File: config.mk
export PLATFORM = sky130hd
export DESIGN_NAME = pcr_pll_control
export DESIGN_NICKNAME = d
export VERILOG_FILES = /design/src/pcr_pkg.sv /design/src/pcr_pll_control.sv
export SDC_FILE = /design/constraint.sdc
export NUM_CORES = 1
export LEC_CHECK = 0
export ABC_CLOCK_PERIOD_IN_PS = 2100
export BUFFER_PORTS_ARGS = -buffer_cell sky130_fd_sc_hd__buf_2
export CAP_MARGIN = 10
export CORE_ASPECT_RATIO = 0.8
export CORE_MARGIN = 2
export CORE_UTILIZATION = 30
export CTS_BUF_LIST = sky130_fd_sc_hd__clkbuf_2 sky130_fd_sc_hd__clkbuf_4 sky130_fd_sc_hd__clkbuf_8
export CTS_CLUSTER_SIZE = 40
export DETAILED_ROUTE_END_ITERATION = 8
export PLACE_DENSITY = 0.69
export SYNTH_ARGS = -nofsm -noshare
export SYNTH_HDL_FRONTEND = slang
export SYNTH_SLANG_ARGS = --single-unit
File: constraint.sdc
create_clock -name sys_clk -period 2.1 [get_ports sys_clk]
set_input_delay 0.21 -clock sys_clk [delete_from_list [all_inputs] [get_ports sys_clk]]
set_output_delay 0.21 -clock sys_clk [all_outputs]
set_load 0.01 [all_outputs]
File: src/pcr_pkg.sv
// package for the pll control register block
package pcr_pkg;
    // ==================================================
    // register map
    localparam logic [9:0] PCR_OFF_CONTROL = 10'h100;
    localparam int PCR_ADDR_W = 10;
    // ==================================================
    // field positions
    localparam int PCR_BIT_REF_SEL = 8;
    localparam int PCR_BIT_RSVD_HI = 7;
    localparam int PCR_BIT_RSVD_LO = 6;
    localparam int PCR_BIT_EN_SRC = 5;
    localparam int PCR_BIT_DISABLE = 4;
    localparam int PCR_BIT_RESET_N = 3;
    localparam int PCR_BIT_PWR_DN = 1;
    localparam int PCR_BIT_MODE_EN = 0;
    // ==================================================
    // reset values
    localparam logic PCR_RST_REF_SEL = 1'h0;
    localparam logic PCR_RST_EN_SRC = 1'h1;
    localparam logic PCR_RST_DISABLE = 1'h1;
    localparam logic PCR_RST_RESET_N = 1'h0;
    localparam logic PCR_RST_PWR_DN = 1'h1;
    localparam logic PCR_RST_MODE_EN = 1'h0;
    localparam logic [1:0] PCR_RSVD_7_6 = 2'h3;
    localparam logic [31:0] PCR_UNMAPPED_DATA = 32'h0000_0000;

    // ==================================================
    // control fields carried together
    typedef struct packed {
        logic reference_select;
        logic enable_source_gate;
        logic pll_disable;
        logic pll_reset_n;
        logic pll_power_down;
        logic pll_mode_enable;
    } pcr_ctrl_t;

    localparam pcr_ctrl_t PCR_CTRL_RESET = '{
        reference_select: PCR_RST_REF_SEL,
        enable_source_gate: PCR_RST_EN_SRC,
        pll_disable: PCR_RST_DISABLE,
        pll_reset_n: PCR_RST_RESET_N,
        pll_power_down: PCR_RST_PWR_DN,
        pll_mode_enable: PCR_RST_MODE_EN
    };

    // bus state machine, one-hot
    typedef enum logic [1:0] {
        PCR_IDLE = 2'b01,
        PCR_DONE = 2'b10
    } pcr_state_t;

    // pack control fields into the register image
    function automatic logic [31:0] pcr_image(input pcr_ctrl_t c);
        logic [31:0] v;
        v = 32'h0000_0000;
        v[PCR_BIT_REF_SEL] = c.reference_select;
        v[PCR_BIT_RSVD_HI:PCR_BIT_RSVD_LO] = PCR_RSVD_7_6;
        v[PCR_BIT_EN_SRC] = c.enable_source_gate;
        v[PCR_BIT_DISABLE] = c.pll_disable;
        v[PCR_BIT_RESET_N] = c.pll_reset_n;
        v[PCR_BIT_PWR_DN] = c.pll_power_down;
        v[PCR_BIT_MODE_EN] = c.pll_mode_enable;
        return v;
    endfunction
endpackage

File: src/pcr_pll_control.sv
// pll control register with avalon-mm slave and pll control outputs
`timescale 1ns/1ps
// ==================================================
// Operation
// - select 0 uses internal oscillator for crystal
// - select 1: square wave, bias resistor off
// - mode enable ignored until gate cleared
// - disable bit 1 asserts pll disable
// - disable bit 0 releases pll disable
// - reset bit 0 holds pll in reset
// - reset bit 1 releases pll reset
// - power down bit 1 powers pll down
// - mode bit 0 bypass, 1 pll mode
// - divider source follows mode: pll or reference
module pcr_pll_control
    import pcr_pkg::*;
(
    input wire logic sys_clk,
    input wire logic sys_rst,
    input wire logic [9:0] avs_address,
    input wire logic avs_read,
    input wire logic avs_write,
    input wire logic [31:0] avs_writedata,
    input wire logic [3:0] avs_byteenable,
    output logic [31:0] avs_readdata,
    output logic avs_waitrequest,
    output logic osc_bias_enable,
    output logic pll_disable,
    output logic pll_reset_n,
    output logic pll_power_down,
    output logic pll_bypass,
    output logic div_src_pll
);
    // ==================================================
    // decode
    pcr_ctrl_t ctrl;
    pcr_ctrl_t next_ctrl;
    pcr_state_t state;
    pcr_state_t next_state;
    wire logic hit = (avs_address == PCR_OFF_CONTROL);
    wire logic req = avs_read | avs_write;
    wire logic idle = (state == PCR_IDLE);
    wire logic answer = idle & req;
    wire logic rd_take = idle & avs_read;
    wire logic wr_lo = idle & avs_write & hit & avs_byteenable[0];
    wire logic wr_b1 = idle & avs_write & hit & avs_byteenable[1];
    wire logic [31:0] rd_value = hit ? pcr_image(ctrl) : PCR_UNMAPPED_DATA;
    // gate cleared lets the mode bit through; a set gate forces bypass
    wire logic mode_active = ctrl.pll_mode_enable & ~ctrl.enable_source_gate;

    // ==================================================
    // write merge, reserved bits never stored
    always_comb
    begin
        next_ctrl = ctrl;
        if (wr_lo)
        begin
            next_ctrl.enable_source_gate = avs_writedata[PCR_BIT_EN_SRC];
            next_ctrl.pll_disable = avs_writedata[PCR_BIT_DISABLE];
            next_ctrl.pll_reset_n = avs_writedata[PCR_BIT_RESET_N];
            next_ctrl.pll_power_down = avs_writedata[PCR_BIT_PWR_DN];
            next_ctrl.pll_mode_enable = avs_writedata[PCR_BIT_MODE_EN];
        end
        if (wr_b1)
        begin
            next_ctrl.reference_select = avs_writedata[PCR_BIT_REF_SEL];
        end
    end

    // one wait cycle, then the answer; keeps readdata registered
    always_comb
    begin
        case (state)
            PCR_IDLE: next_state = req ? PCR_DONE : PCR_IDLE;
            PCR_DONE: next_state = PCR_IDLE;
            default: next_state = PCR_IDLE;
        endcase
    end

    // ==================================================
    // registers
    // reset leaves the pll disabled, in reset and powered down
    always_ff @(posedge sys_clk or posedge sys_rst)
    begin
        if (sys_rst)
        begin
            ctrl <= PCR_CTRL_RESET;
        end
        else
        begin
            ctrl <= next_ctrl;
        end
    end

    // one-hot bus sequencer
    always_ff @(posedge sys_clk or posedge sys_rst)
    begin
        if (sys_rst)
        begin
            state <= PCR_IDLE;
        end
        else
        begin
            state <= next_state;
        end
    end

    // ==================================================
    // bus answer
    // stall during reset so no request is taken half-way
    always_ff @(posedge sys_clk or posedge sys_rst)
    begin
        if (sys_rst)
        begin
            avs_waitrequest <= 1'h1;
        end
        else
        begin
            avs_waitrequest <= ~answer;
        end
    end

    // readdata only moves on a read, so it stands until the next one
    always_ff @(posedge sys_clk or posedge sys_rst)
    begin
        if (sys_rst)
        begin
            avs_readdata <= 32'h0000_0000;
        end
        else if (rd_take)
        begin
            avs_readdata <= rd_value;
        end
    end

    // ==================================================
    // pll control outputs, registered one cycle after the field
    // outputs lag the register by a clock; software never sees the gap
    wire logic next_osc_bias_enable = ~ctrl.reference_select;
    wire logic next_pll_bypass = ~mode_active;
    wire logic next_div_src_pll = mode_active;

    // crystal needs the bias resistor; a square wave does not
    always_ff @(posedge sys_clk or posedge sys_rst)
    begin
        if (sys_rst)
        begin
            osc_bias_enable <= ~PCR_RST_REF_SEL;
        end
        else
        begin
            osc_bias_enable <= next_osc_bias_enable;
        end
    end

    // disable stops the pll output toggling
    always_ff @(posedge sys_clk or posedge sys_rst)
    begin
        if (sys_rst)
        begin
            pll_disable <= PCR_RST_DISABLE;
        end
        else
        begin
            pll_disable <= ctrl.pll_disable;
        end
    end

    // active low, so reset holds the pll in reset
    always_ff @(posedge sys_clk or posedge sys_rst)
    begin
        if (sys_rst)
        begin
            pll_reset_n <= PCR_RST_RESET_N;
        end
        else
        begin
            pll_reset_n <= ctrl.pll_reset_n;
        end
    end

    // powering up is immediate; the settling wait is software's
    always_ff @(posedge sys_clk or posedge sys_rst)
    begin
        if (sys_rst)
        begin
            pll_power_down <= PCR_RST_PWR_DN;
        end
        else
        begin
            pll_power_down <= ctrl.pll_power_down;
        end
    end

    // bypass and divider source come from one term, so they never disagree
    always_ff @(posedge sys_clk or posedge sys_rst)
    begin
        if (sys_rst)
        begin
            pll_bypass <= ~(PCR_RST_MODE_EN & ~PCR_RST_EN_SRC);
        end
        else
        begin
            pll_bypass <= next_pll_bypass;
        end
    end

    // low selects the reference_clock_input pin
    always_ff @(posedge sys_clk or posedge sys_rst)
    begin
        if (sys_rst)
        begin
            div_src_pll <= PCR_RST_MODE_EN & ~PCR_RST_EN_SRC;
        end
        else
        begin
            div_src_pll <= next_div_src_pll;
        end
    end
endmodule // pcr_pll_control

==> key figures, run 1 <==
Critical path
  • Worst setup SP type: flop
  • Crit-path max FO: 5
  • CP Data Arrival Time: 1710 ps
  • Worst Setup Path Type: reg2reg
  • Critical Path Sink Type: flop
  • CP required: 2240 ps

STA
  • Max Slew Vio Count: 0
  • Unrepaired setup endpoints after global routing: false
  • Clock period minus final worst setup slack: 1569 ps
  • Fin. Hold Viols: 0
  • Final Skew: 4.991 ps
  • Post-route setup TNS: 0 ps
  • Final period utilization: 74.70%
  • Worst-Margin Slew: 772.0 ps
  • F_max: 637.5 MHz
  • Final setup fails: 0
  • Max_slew headroom: 48.48%

Global route
  • Global-route wire length before repair: 2.697 mm
  • Initial antenna violation count: 0
  • Gr usage total: 8.767%
  • Largest net degree at the start of global routing: 23
  • Gr ovfl total: 0
  • Number of global-route vias before repair: 611

Drt
  • Initial drt markers: 32
  • Routed vias/inst: 3.953
  • WL/cell: 10.16 um
  • Via Count: 676
  • Post-route ant nets: 0
  • Wirelength, routed: 1.737 mm
  • Residual DRC: 0
  • Router iterations before antenna repair: 4

CTS
  • Deepest clock path buffer count: 2
  • CTS tree: done
  • CTS sink cnt: 22
  • Clock root buffer: clkbuf_8
  • Clock transition at the registers of the reported paths: 70 ps
  • Post-CTS sizing: 0
  • Post-cts hold buffer count: 0
  • CTS HTree Levels: 1
  • Clock latency at the later pin of the worst-skew pair: 250 ps
  • Post-CTS setup buffer count: 0
  • CTS buffer count: 3

Die
  • Core footprint: 3376 um^2
  • Die Ht: 56.85 um
  • Initial Util: 31.02%
  • # IOs: 89
  • Die Area: 3982 um^2
  • Row cnt: 19
  • Die W: 70.06 um

Place
  • I/O Buffers: 36
  • DP HPWL: 1.451 mm
  • Placed cells: 167
  • RD Place Congestion: 0.6766

Pwr
  • Comb pwr share: 14.7%
  • Peak supply drop: 0.0003267 V
  • Clock share of power: 30.0%
  • Static Leak: 0.6405 nW
  • Flop pwr share: 55.4%
  • Psw: 0.2232 mW
  • Pwr/cell area: 727.3 nW/um^2
  • Switching Share: 25.10%
  • Internal power: 0.6659 mW

Synthesis
  • Mapped Avg Cell Area: 11.38 um^2
  • Mapped Area: 1047 um^2
  • Count of cell types in the netlist: 19
  • Synth Warn #: 0
  • Sequential share of the synthesized area: 53.64%
  • Post-Syn Instances: 92
  • Synth Register Bits: 22

Layout
  • Finished Layout Cells: 171
  • Most common cell after layout, fill and taps aside: buf_2
  • Nets: 180
  • Number of antenna repair diodes: 0
  • Layout cells sized above 1: 45.74%
  • Commonest cells after routing, fill and taps aside: buf_2, conb_1, dfrtp_1
  • Area grow syn2layout: 16.73%

Job
  • Max Cap Viol: 0

Worst hold path
  • Hold Crit Class: in2async

Outcome
  • Status: finished, final reports clean
per-layer routing:
layer	vias up	global-route usage [%]	wire length (um)
met4	0	6.593	53
met3	6	2.334	196
met2	40	11.97	713
met1	301	11.76	773
li1	329	-	-
met5	-	0	0
power by group through the flow:
stage	sequential (mW)	clock [mW]	combinational, mW
2_1_floorplan	0.500	0	0.116
3_3_place_gp	0.497	0	0.127
3_5_place_dp	0.499	0	0.131
4_1_cts	0.492	0.276	0.132
5_1_grt	0.495	0.294	0.147
6_report	0.492	0.266	0.131
area by class of cell:
type | instances | area, um^2
tap | 42 | 52.55
inverter | 4 | 15.01
sequential | 22 | 561.8
fill | 363 | 2153
timing repair buffer | 36 | 180.2
clock buffer | 4 | 48.80
multi-input combinational | 63 | 364.1
registers in the layout, indices dropped and copies added, names as in the netlist:
signal,count
pll_bypass,1
pll_reset_n,1
pll_power_down,1
div_src_pll,1
ctrl,6
avs_readdata,7
pll_disable,1
osc_bias_enable,1
avs_waitrequest,1
state,2
worst paths after layout:
| check | start | slack [ps] | cells past startpoint | end |
|---|---|---|---|---|
| min in group sys_clk | avs_read | 130 | 2 | avs_waitrequest |
| max in group asynchronous | sys_rst | 1530 | 2 | pll_reset_n |
| worst min register to register | ctrl[3] | 380 | 0 | pll_disable |
| worst max register to register | state[0] | 530 | 3 | ctrl[2] |
| worst min-delay path | sys_rst | 90 | 2 | avs_readdata[5] |
| worst max-delay path | state[0] | 530 | 3 | ctrl[2] |
through the flow:
stage | cell area [um^2] | utilization (%) | hold slack (ps) | power [mW] | setup WS [ps]
floorplan | 1134 | - | 192.6 | 0.6158 | 484.0
global placement | 1174 | 34.77 | 367.9 | 0.6239 | 316.5
detailed placement | 1174 | 34.77 | 368.1 | 0.6304 | 272.7
CTS | 1222 | 36.21 | 105.2 | 0.8996 | 535.3
global route | 1222 | 36.21 | 125.6 | 0.9365 | 444.5
finish | 1222 | 36.21 | 85.63 | 0.8891 | 531.3
cell families (layout without fill, tap and decap cells):
group,after synthesis,count (layout),share of synthesized area [%]
buffers and inverters,30,44,19.83
AND/OR/NAND/NOR,24,24,14.70
flip-flops,22,22,53.64
AO/OA/AOI/OAI,9,9,5.018
multiplexers,6,6,6.451
other,1,24,0.3581
critical path: stages, from the launching register on:
cell and delay (ps):
dfstp_2 560, nand4b_1 150, nor4_4 360, mux2_2 380
Yosys cell counts:
library cell	n	area share [%]
buf_4	25	18
dfrtp_1	13	31
nand2_1	12	4.3
dfstp_2	9	23
o21ai_0	8	3.8
mux2_2	6	6.5
inv_1	4	1.4
nand2b_1	2	1.2
nand4b_1	2	1.7
or4_4	2	2.2
and3b_1	1	0.84
buf_2	1	0.48
conb_1	1	0.36
nand3b_1	1	0.72
nor2b_1	1	0.60
nor4_1	1	0.60
nor4_4	1	2.0
o31ai_2	1	1.2
or3_1	1	0.60
(Power assumes the default switching activity.)
==> inputs of run 2 (changes only) <==
--- a/config.mk
+++ b/config.mk
@@ -5,7 +5,7 @@
 export SDC_FILE = /design/constraint.sdc
 export NUM_CORES = 1
 export LEC_CHECK = 0
-export ABC_CLOCK_PERIOD_IN_PS = 2100
+export ABC_CLOCK_PERIOD_IN_PS = 1250
 export BUFFER_PORTS_ARGS = -buffer_cell sky130_fd_sc_hd__buf_2
 export CAP_MARGIN = 10
 export CORE_ASPECT_RATIO = 0.8
@@ -14,7 +14,7 @@
 export CTS_BUF_LIST = sky130_fd_sc_hd__clkbuf_2 sky130_fd_sc_hd__clkbuf_4 sky130_fd_sc_hd__clkbuf_8
 export CTS_CLUSTER_SIZE = 40
 export DETAILED_ROUTE_END_ITERATION = 8
-export PLACE_DENSITY = 0.69
+export PLACE_DENSITY = 0.72
 export SYNTH_ARGS = -nofsm -noshare
 export SYNTH_HDL_FRONTEND = slang
 export SYNTH_SLANG_ARGS = --single-unit
==> constraint.sdc (replaced) <==
create_clock -name sys_clk -period 1.25 [get_ports sys_clk]
set_input_delay 0.125 -clock sys_clk [delete_from_list [all_inputs] [get_ports sys_clk]]
set_output_delay 0.125 -clock sys_clk [all_outputs]
set_load 0.01 [all_outputs]
==> run 2 against run 1 <==
Net effect: clock-buffer cell count is the same; clock power grew 84%; critical path depth grew 1; sequential share of layout area shrank 4.0 points; power grew 91%; the flow now finishes with violations (setup timing); highest routed layer unchanged; cell area grew 9.5%.
==> key figures, run 2 (same netlist as run 1, synthesis figures left out) <==
CTS
  • Deepest clock path buffer count: 2
  • Clock root buffer: clkbuf_8
  • Clock transition at the registers of the reported paths: 70 ps
  • CTS buffer count: 3
  • CTS HTree Levels: 1
  • CTS sink cnt: 22
  • Clock latency at the later pin of the worst-skew pair: 260 ps
  • CTS tree: done

STA
  • Final period utilization: 114.3%
  • Max Slew Vio Count: 0
  • Final Skew: 1.432 ps
  • Final worst setup slack: -179.3 ps
  • Clock period minus final worst setup slack: 1429 ps
  • Final setup fails: 13
  • Fin. Hold Viols: 0
  • Unrepaired setup endpoints after global routing: true
  • F_max: 699.6 MHz

Pwr
  • Peak supply drop: 0.0005362 V
  • Pwr/cell area: 1271 nW/um^2
  • Static Leak: 0.6903 nW

Place
  • RD Place Congestion: 0.7088
  • I/O Buffers: 36
  • Area after DPL: 1219 um^2
  • Placed cells: 172
  • DP HPWL: 1.516 mm

Outcome
  • Status: finished with violations
  • Failing checks: setup timing

Critical path
  • Worst Setup Path Type: reg2reg
  • CP delay by family, top: flip-flops
  • CP required: 1400 ps
  • Register-to-Register Path Depth: 4
  • Worst Path Buf+Inv: 1
  • Crit-path max FO: 5
  • Max stage delay on crit path: 550 ps
  • CP Data Arrival Time: 1570 ps
  • Levels on crit path: 4
  • Critical-path top delay cell: dfstp_2
  • Critical Path Sink Type: flop
  • Worst setup SP type: flop
  • Crit-path cells: nand4b_1, nor4_4, buf_6, mux2_4

Drt
  • Residual DRC: 0
  • WL/cell: 10.31 um
  • Via Count: 717
  • Initial drt markers: 15
  • Post-route ant nets: 0
  • Router iterations before antenna repair: 4
  • Routed vias/inst: 3.983
  • Wirelength, routed: 1.855 mm

Die
  • Initial Util: 31.02%
  • Row cnt: 19
  • # IOs: 89
  • Die Ht: 56.85 um
  • Die W: 70.06 um
  • Die Area: 3982 um^2
  • Core footprint: 3376 um^2

Layout
  • Most common cell after layout, fill and taps aside: buf_2
  • Number of flip-flops under the largest register name: 7
  • Layout cells sized above 1: 52.90%
  • Area grow syn2layout: 27.84%
  • Number of antenna repair diodes: 0
  • Final instance area: 1339 um^2
  • Nets: 189
  • Final core utilization: 39.66%
  • Commonest cells after routing, fill and taps aside: buf_2, conb_1, dfrtp_1
  • Finished Layout Cells: 180
  • Top flop regs: avs_readdata: 7 flops, ctrl: 6 flops, state: 2 flops
  • Biggest register: avs_readdata

Global route
  • Largest net degree at the start of global routing: 23
  • Initial antenna violation count: 0
  • Gr usage total: 9.348%
  • Global-route wire length before repair: 2.870 mm
  • Number of global-route vias before repair: 660
  • Gr ovfl total: 0

Worst hold path
  • Hold Crit Class: in2reg
  • Hold-critical path depth: 2

Job
  • Max Cap Viol: 0
## run 2: cell count changes in the layout (fill, tap and decap cells not counted), sizes merged
cell	before	now
dlygate4sd3	0	1
buf	36	44
## run 2: final cells by class
class / count / area [um^2]
fillers: 343 / 2037
flip-flops and latches: 22 / 561.8
multi-input cells: 63 / 395.4
repair buffers: 45 / 259.0
clock buffers: 4 / 55.05
well taps: 42 / 52.55
inverters: 4 / 15.01
## run 2: report_power, final
group / switching [mW] / internal (mW) / total [mW]
clock: 0.209 / 0.280 / 0.490
combinational: 0.190 / 0.207 / 0.397
sequential: 0.0286 / 0.787 / 0.816
total: 0.428 / 1.27 / 1.70
## run 2: what timing repair did
action	4_1_cts	5_1_grt
resized for setup	2	9
cloned	0	1
setup buffers	1	1
pin swaps	0	12
endpoints found under the setup margin	9	14
hold endpoints to repair	13	0
hold buffers	1	0
## run 2: worst paths after layout
path	slack, ps	from	to
max	-180	state[0]	ctrl[2]
min	50	avs_read	avs_waitrequest
max reg2reg	-180	state[0]	ctrl[2]
min reg2reg	380	ctrl[3]	pll_disable
max in group asynchronous	540	sys_rst	pll_disable
min in group asynchronous	440	sys_rst	avs_readdata[3]
## run 2: routing by layer
layer	track usage [%]	share of wire (%)	vias to the layer above
met4	3.297	1.2	0
met1	10.30	41	322
li1	-	-	346
met3	3.411	11	2
met5	0	0	-
met2	16.60	47	47
## run 2: through the flow
stage	total power, mW	TNS [ps]	worst slack, ps	hold WS [ps]
global route	1.799	-2178	-229.2	52.68
CTS	1.662	-1264	-205.8	44.74
detailed placement	1.132	-4407	-482.4	170.3
finish	1.702	-1411	-179.3	54.76
global placement	1.123	-4169	-474.4	167.8
floorplan	1.035	-2315	-279.6	107.6
==> inputs of run 3 (changes only) <==
--- a/config.mk
+++ b/config.mk
@@ -14,6 +14,7 @@
 export CTS_BUF_LIST = sky130_fd_sc_hd__clkbuf_2 sky130_fd_sc_hd__clkbuf_4 sky130_fd_sc_hd__clkbuf_8
 export CTS_CLUSTER_SIZE = 40
 export DETAILED_ROUTE_END_ITERATION = 8
+export HOLD_SLACK_MARGIN = 0.08
 export PLACE_DENSITY = 0.72
 export SYNTH_ARGS = -nofsm -noshare
 export SYNTH_HDL_FRONTEND = slang
==> run 3 against run 2 <==
Net effect: the flow still finishes with violations (setup timing); critical path type unchanged; clock-buffer cell count stayed put; worst setup slack improved by 2.5 ps; clock skew barely moved; highest routed layer unchanged.
==> key figures, run 3 (same netlist as run 1, synthesis figures left out) <==
Outcome
  • Status: finished with violations
  • Failing checks: setup timing

STA
  • Unrepaired setup endpoints after global routing: true
  • Final worst setup slack: -176.8 ps
  • Final period utilization: 114.1%
  • Fin. Hold Viols: 0
  • Final Skew: 1.105 ps
  • Final setup fails: 13
  • F_max: 700.9 MHz
  • Clock period minus final worst setup slack: 1427 ps
  • Max Slew Vio Count: 0

Worst hold path
  • Hold Crit Class: in2reg
  • HP Start: avs_writedata[8]
  • Hold EP: ctrl[5]
  • Hold-critical path depth: 2

Place
  • I/O Buffers: 36
  • Placed cells: 172
  • Pre-CTS setup slack: -482.4 ps
  • DP HPWL: 1.516 mm
  • Area after DPL: 1219 um^2
  • RD Place Congestion: 0.7088

Critical path
  • Worst setup startpoint: state[0]
  • Flop-to-flop setup slack: -180 ps
  • Critical Path Sink Type: flop
  • Worst setup SP type: flop
  • Worst Setup Path Type: reg2reg
  • Crit-path max FO: 5
  • CP Data Arrival Time: 1570 ps
  • Worst reg2reg path startpoint: state[0]
  • Reg-to-Reg End: ctrl[2]
  • CP required: 1400 ps
  • Register-to-Register Path Depth: 4

Layout
  • Finished Layout Cells: 183
  • Commonest cells after routing, fill and taps aside: buf_2, conb_1, dfrtp_1
  • Number of antenna repair diodes: 0
  • Nets: 192
  • Final core utilization: 40.55%
  • Final instance area: 1369 um^2
  • Area grow syn2layout: 30.70%
  • Most common cell after layout, fill and taps aside: buf_2
  • Number of flip-flops under the largest register name: 7
  • Top flop regs: avs_readdata: 7 flops, ctrl: 6 flops, state: 2 flops
  • Layout cells sized above 1: 51.77%
  • Biggest register: avs_readdata

CTS
  • CTS HTree Levels: 1
  • Deepest clock path buffer count: 2
  • Clock transition at the registers of the reported paths: 70 ps
  • Clock latency at the later pin of the worst-skew pair: 260 ps
  • CTS sink cnt: 22
  • CTS tree: done
  • Clock root buffer: clkbuf_8
  • CTS buffer count: 3

Die
  • Die Ht: 56.85 um
  • Die W: 70.06 um
  • Die Area: 3982 um^2
  • Row cnt: 19
  • # IOs: 89
  • Initial Util: 31.02%
  • Core footprint: 3376 um^2

Pwr
  • Pwr/cell area: 1247 nW/um^2
  • Static Leak: 0.7028 nW
  • Peak supply drop: 0.0005351 V

Drt
  • WL/cell: 10.16 um
  • Via Count: 713
  • Post-route ant nets: 0
  • Routed vias/inst: 3.896
  • Wirelength, routed: 1.859 mm
  • Initial drt markers: 17
  • Residual DRC: 0
  • Router iterations before antenna repair: 2

Global route
  • Largest net degree at the start of global routing: 23
  • Global-route wire length before repair: 2.904 mm
  • Gr usage total: 9.424%
  • Initial antenna violation count: 0
  • Number of global-route vias before repair: 666
  • Gr ovfl total: 0

Job
  • Max Cap Viol: 0
## run 3: cell types whose count changed in the layout (fill, tap and decap cells not counted)
cell	delta
dlygate4sd3_1	+3
## run 3: layout make-up
| cell class | count | area [um^2] |
|---|---|---|
| Clock buffer | 4 | 55.05 |
| Fill cell | 344 | 2007 |
| Inverter | 4 | 15.01 |
| Multi-Input combinational cell | 63 | 395.4 |
| Sequential cell | 22 | 561.8 |
| Tap cell | 42 | 52.55 |
| Timing Repair Buffer | 48 | 289.0 |
## run 3: per-stage QoR
step	total power [mW]	TNS, ps	hold slack [ps]
after global routing	1.809	-2177	93.32
final	1.706	-1390	93.40
after floorplan	1.035	-2315	107.6
after global placement	1.123	-4169	167.8
after detailed placement	1.132	-4407	170.3
after CTS	1.667	-1264	88.74
## run 3: how the worst max path moves through the flow
stage	end	slack (ps)
floorplan	ctrl[1]	-280
global route	ctrl[2]	-230
CTS	ctrl[2]	-210
detailed placement	ctrl[5]	-480
finish	ctrl[2]	-180
global placement	ctrl[5]	-470
## run 3: where the power goes
part,switching [mW],internal [mW]
Clock,0.209,0.280
Sequential,0.0275,0.787
Combinational,0.190,0.213
Total,0.426,1.28
## run 3: timing repair
item / CTS / global route
buffers inserted: 1 / 1
pin swaps: 0 / 12
gates cloned: 0 / 1
hold buffers: 3 / 1
endpoints found under the setup margin: 9 / 14
resized for setup: 2 / 9
hold endpoints to repair: 14 / 1
## run 3: metal layers
layer | vias to the layer above | GRT usage [%] | share of wire, %
li1 | 353 | - | -
met1 | 316 | 10.41 | 40
met2 | 42 | 16.73 | 48
met3 | 2 | 3.411 | 10
met4 | 0 | 3.297 | 1.1
met5 | - | 0 | 0
## run 3: critical path: stages (launching register included)
cell      delay, ps
dfstp_2         550
nand4b_1        140
nor4_4          170
buf_6           160
mux2_4          290
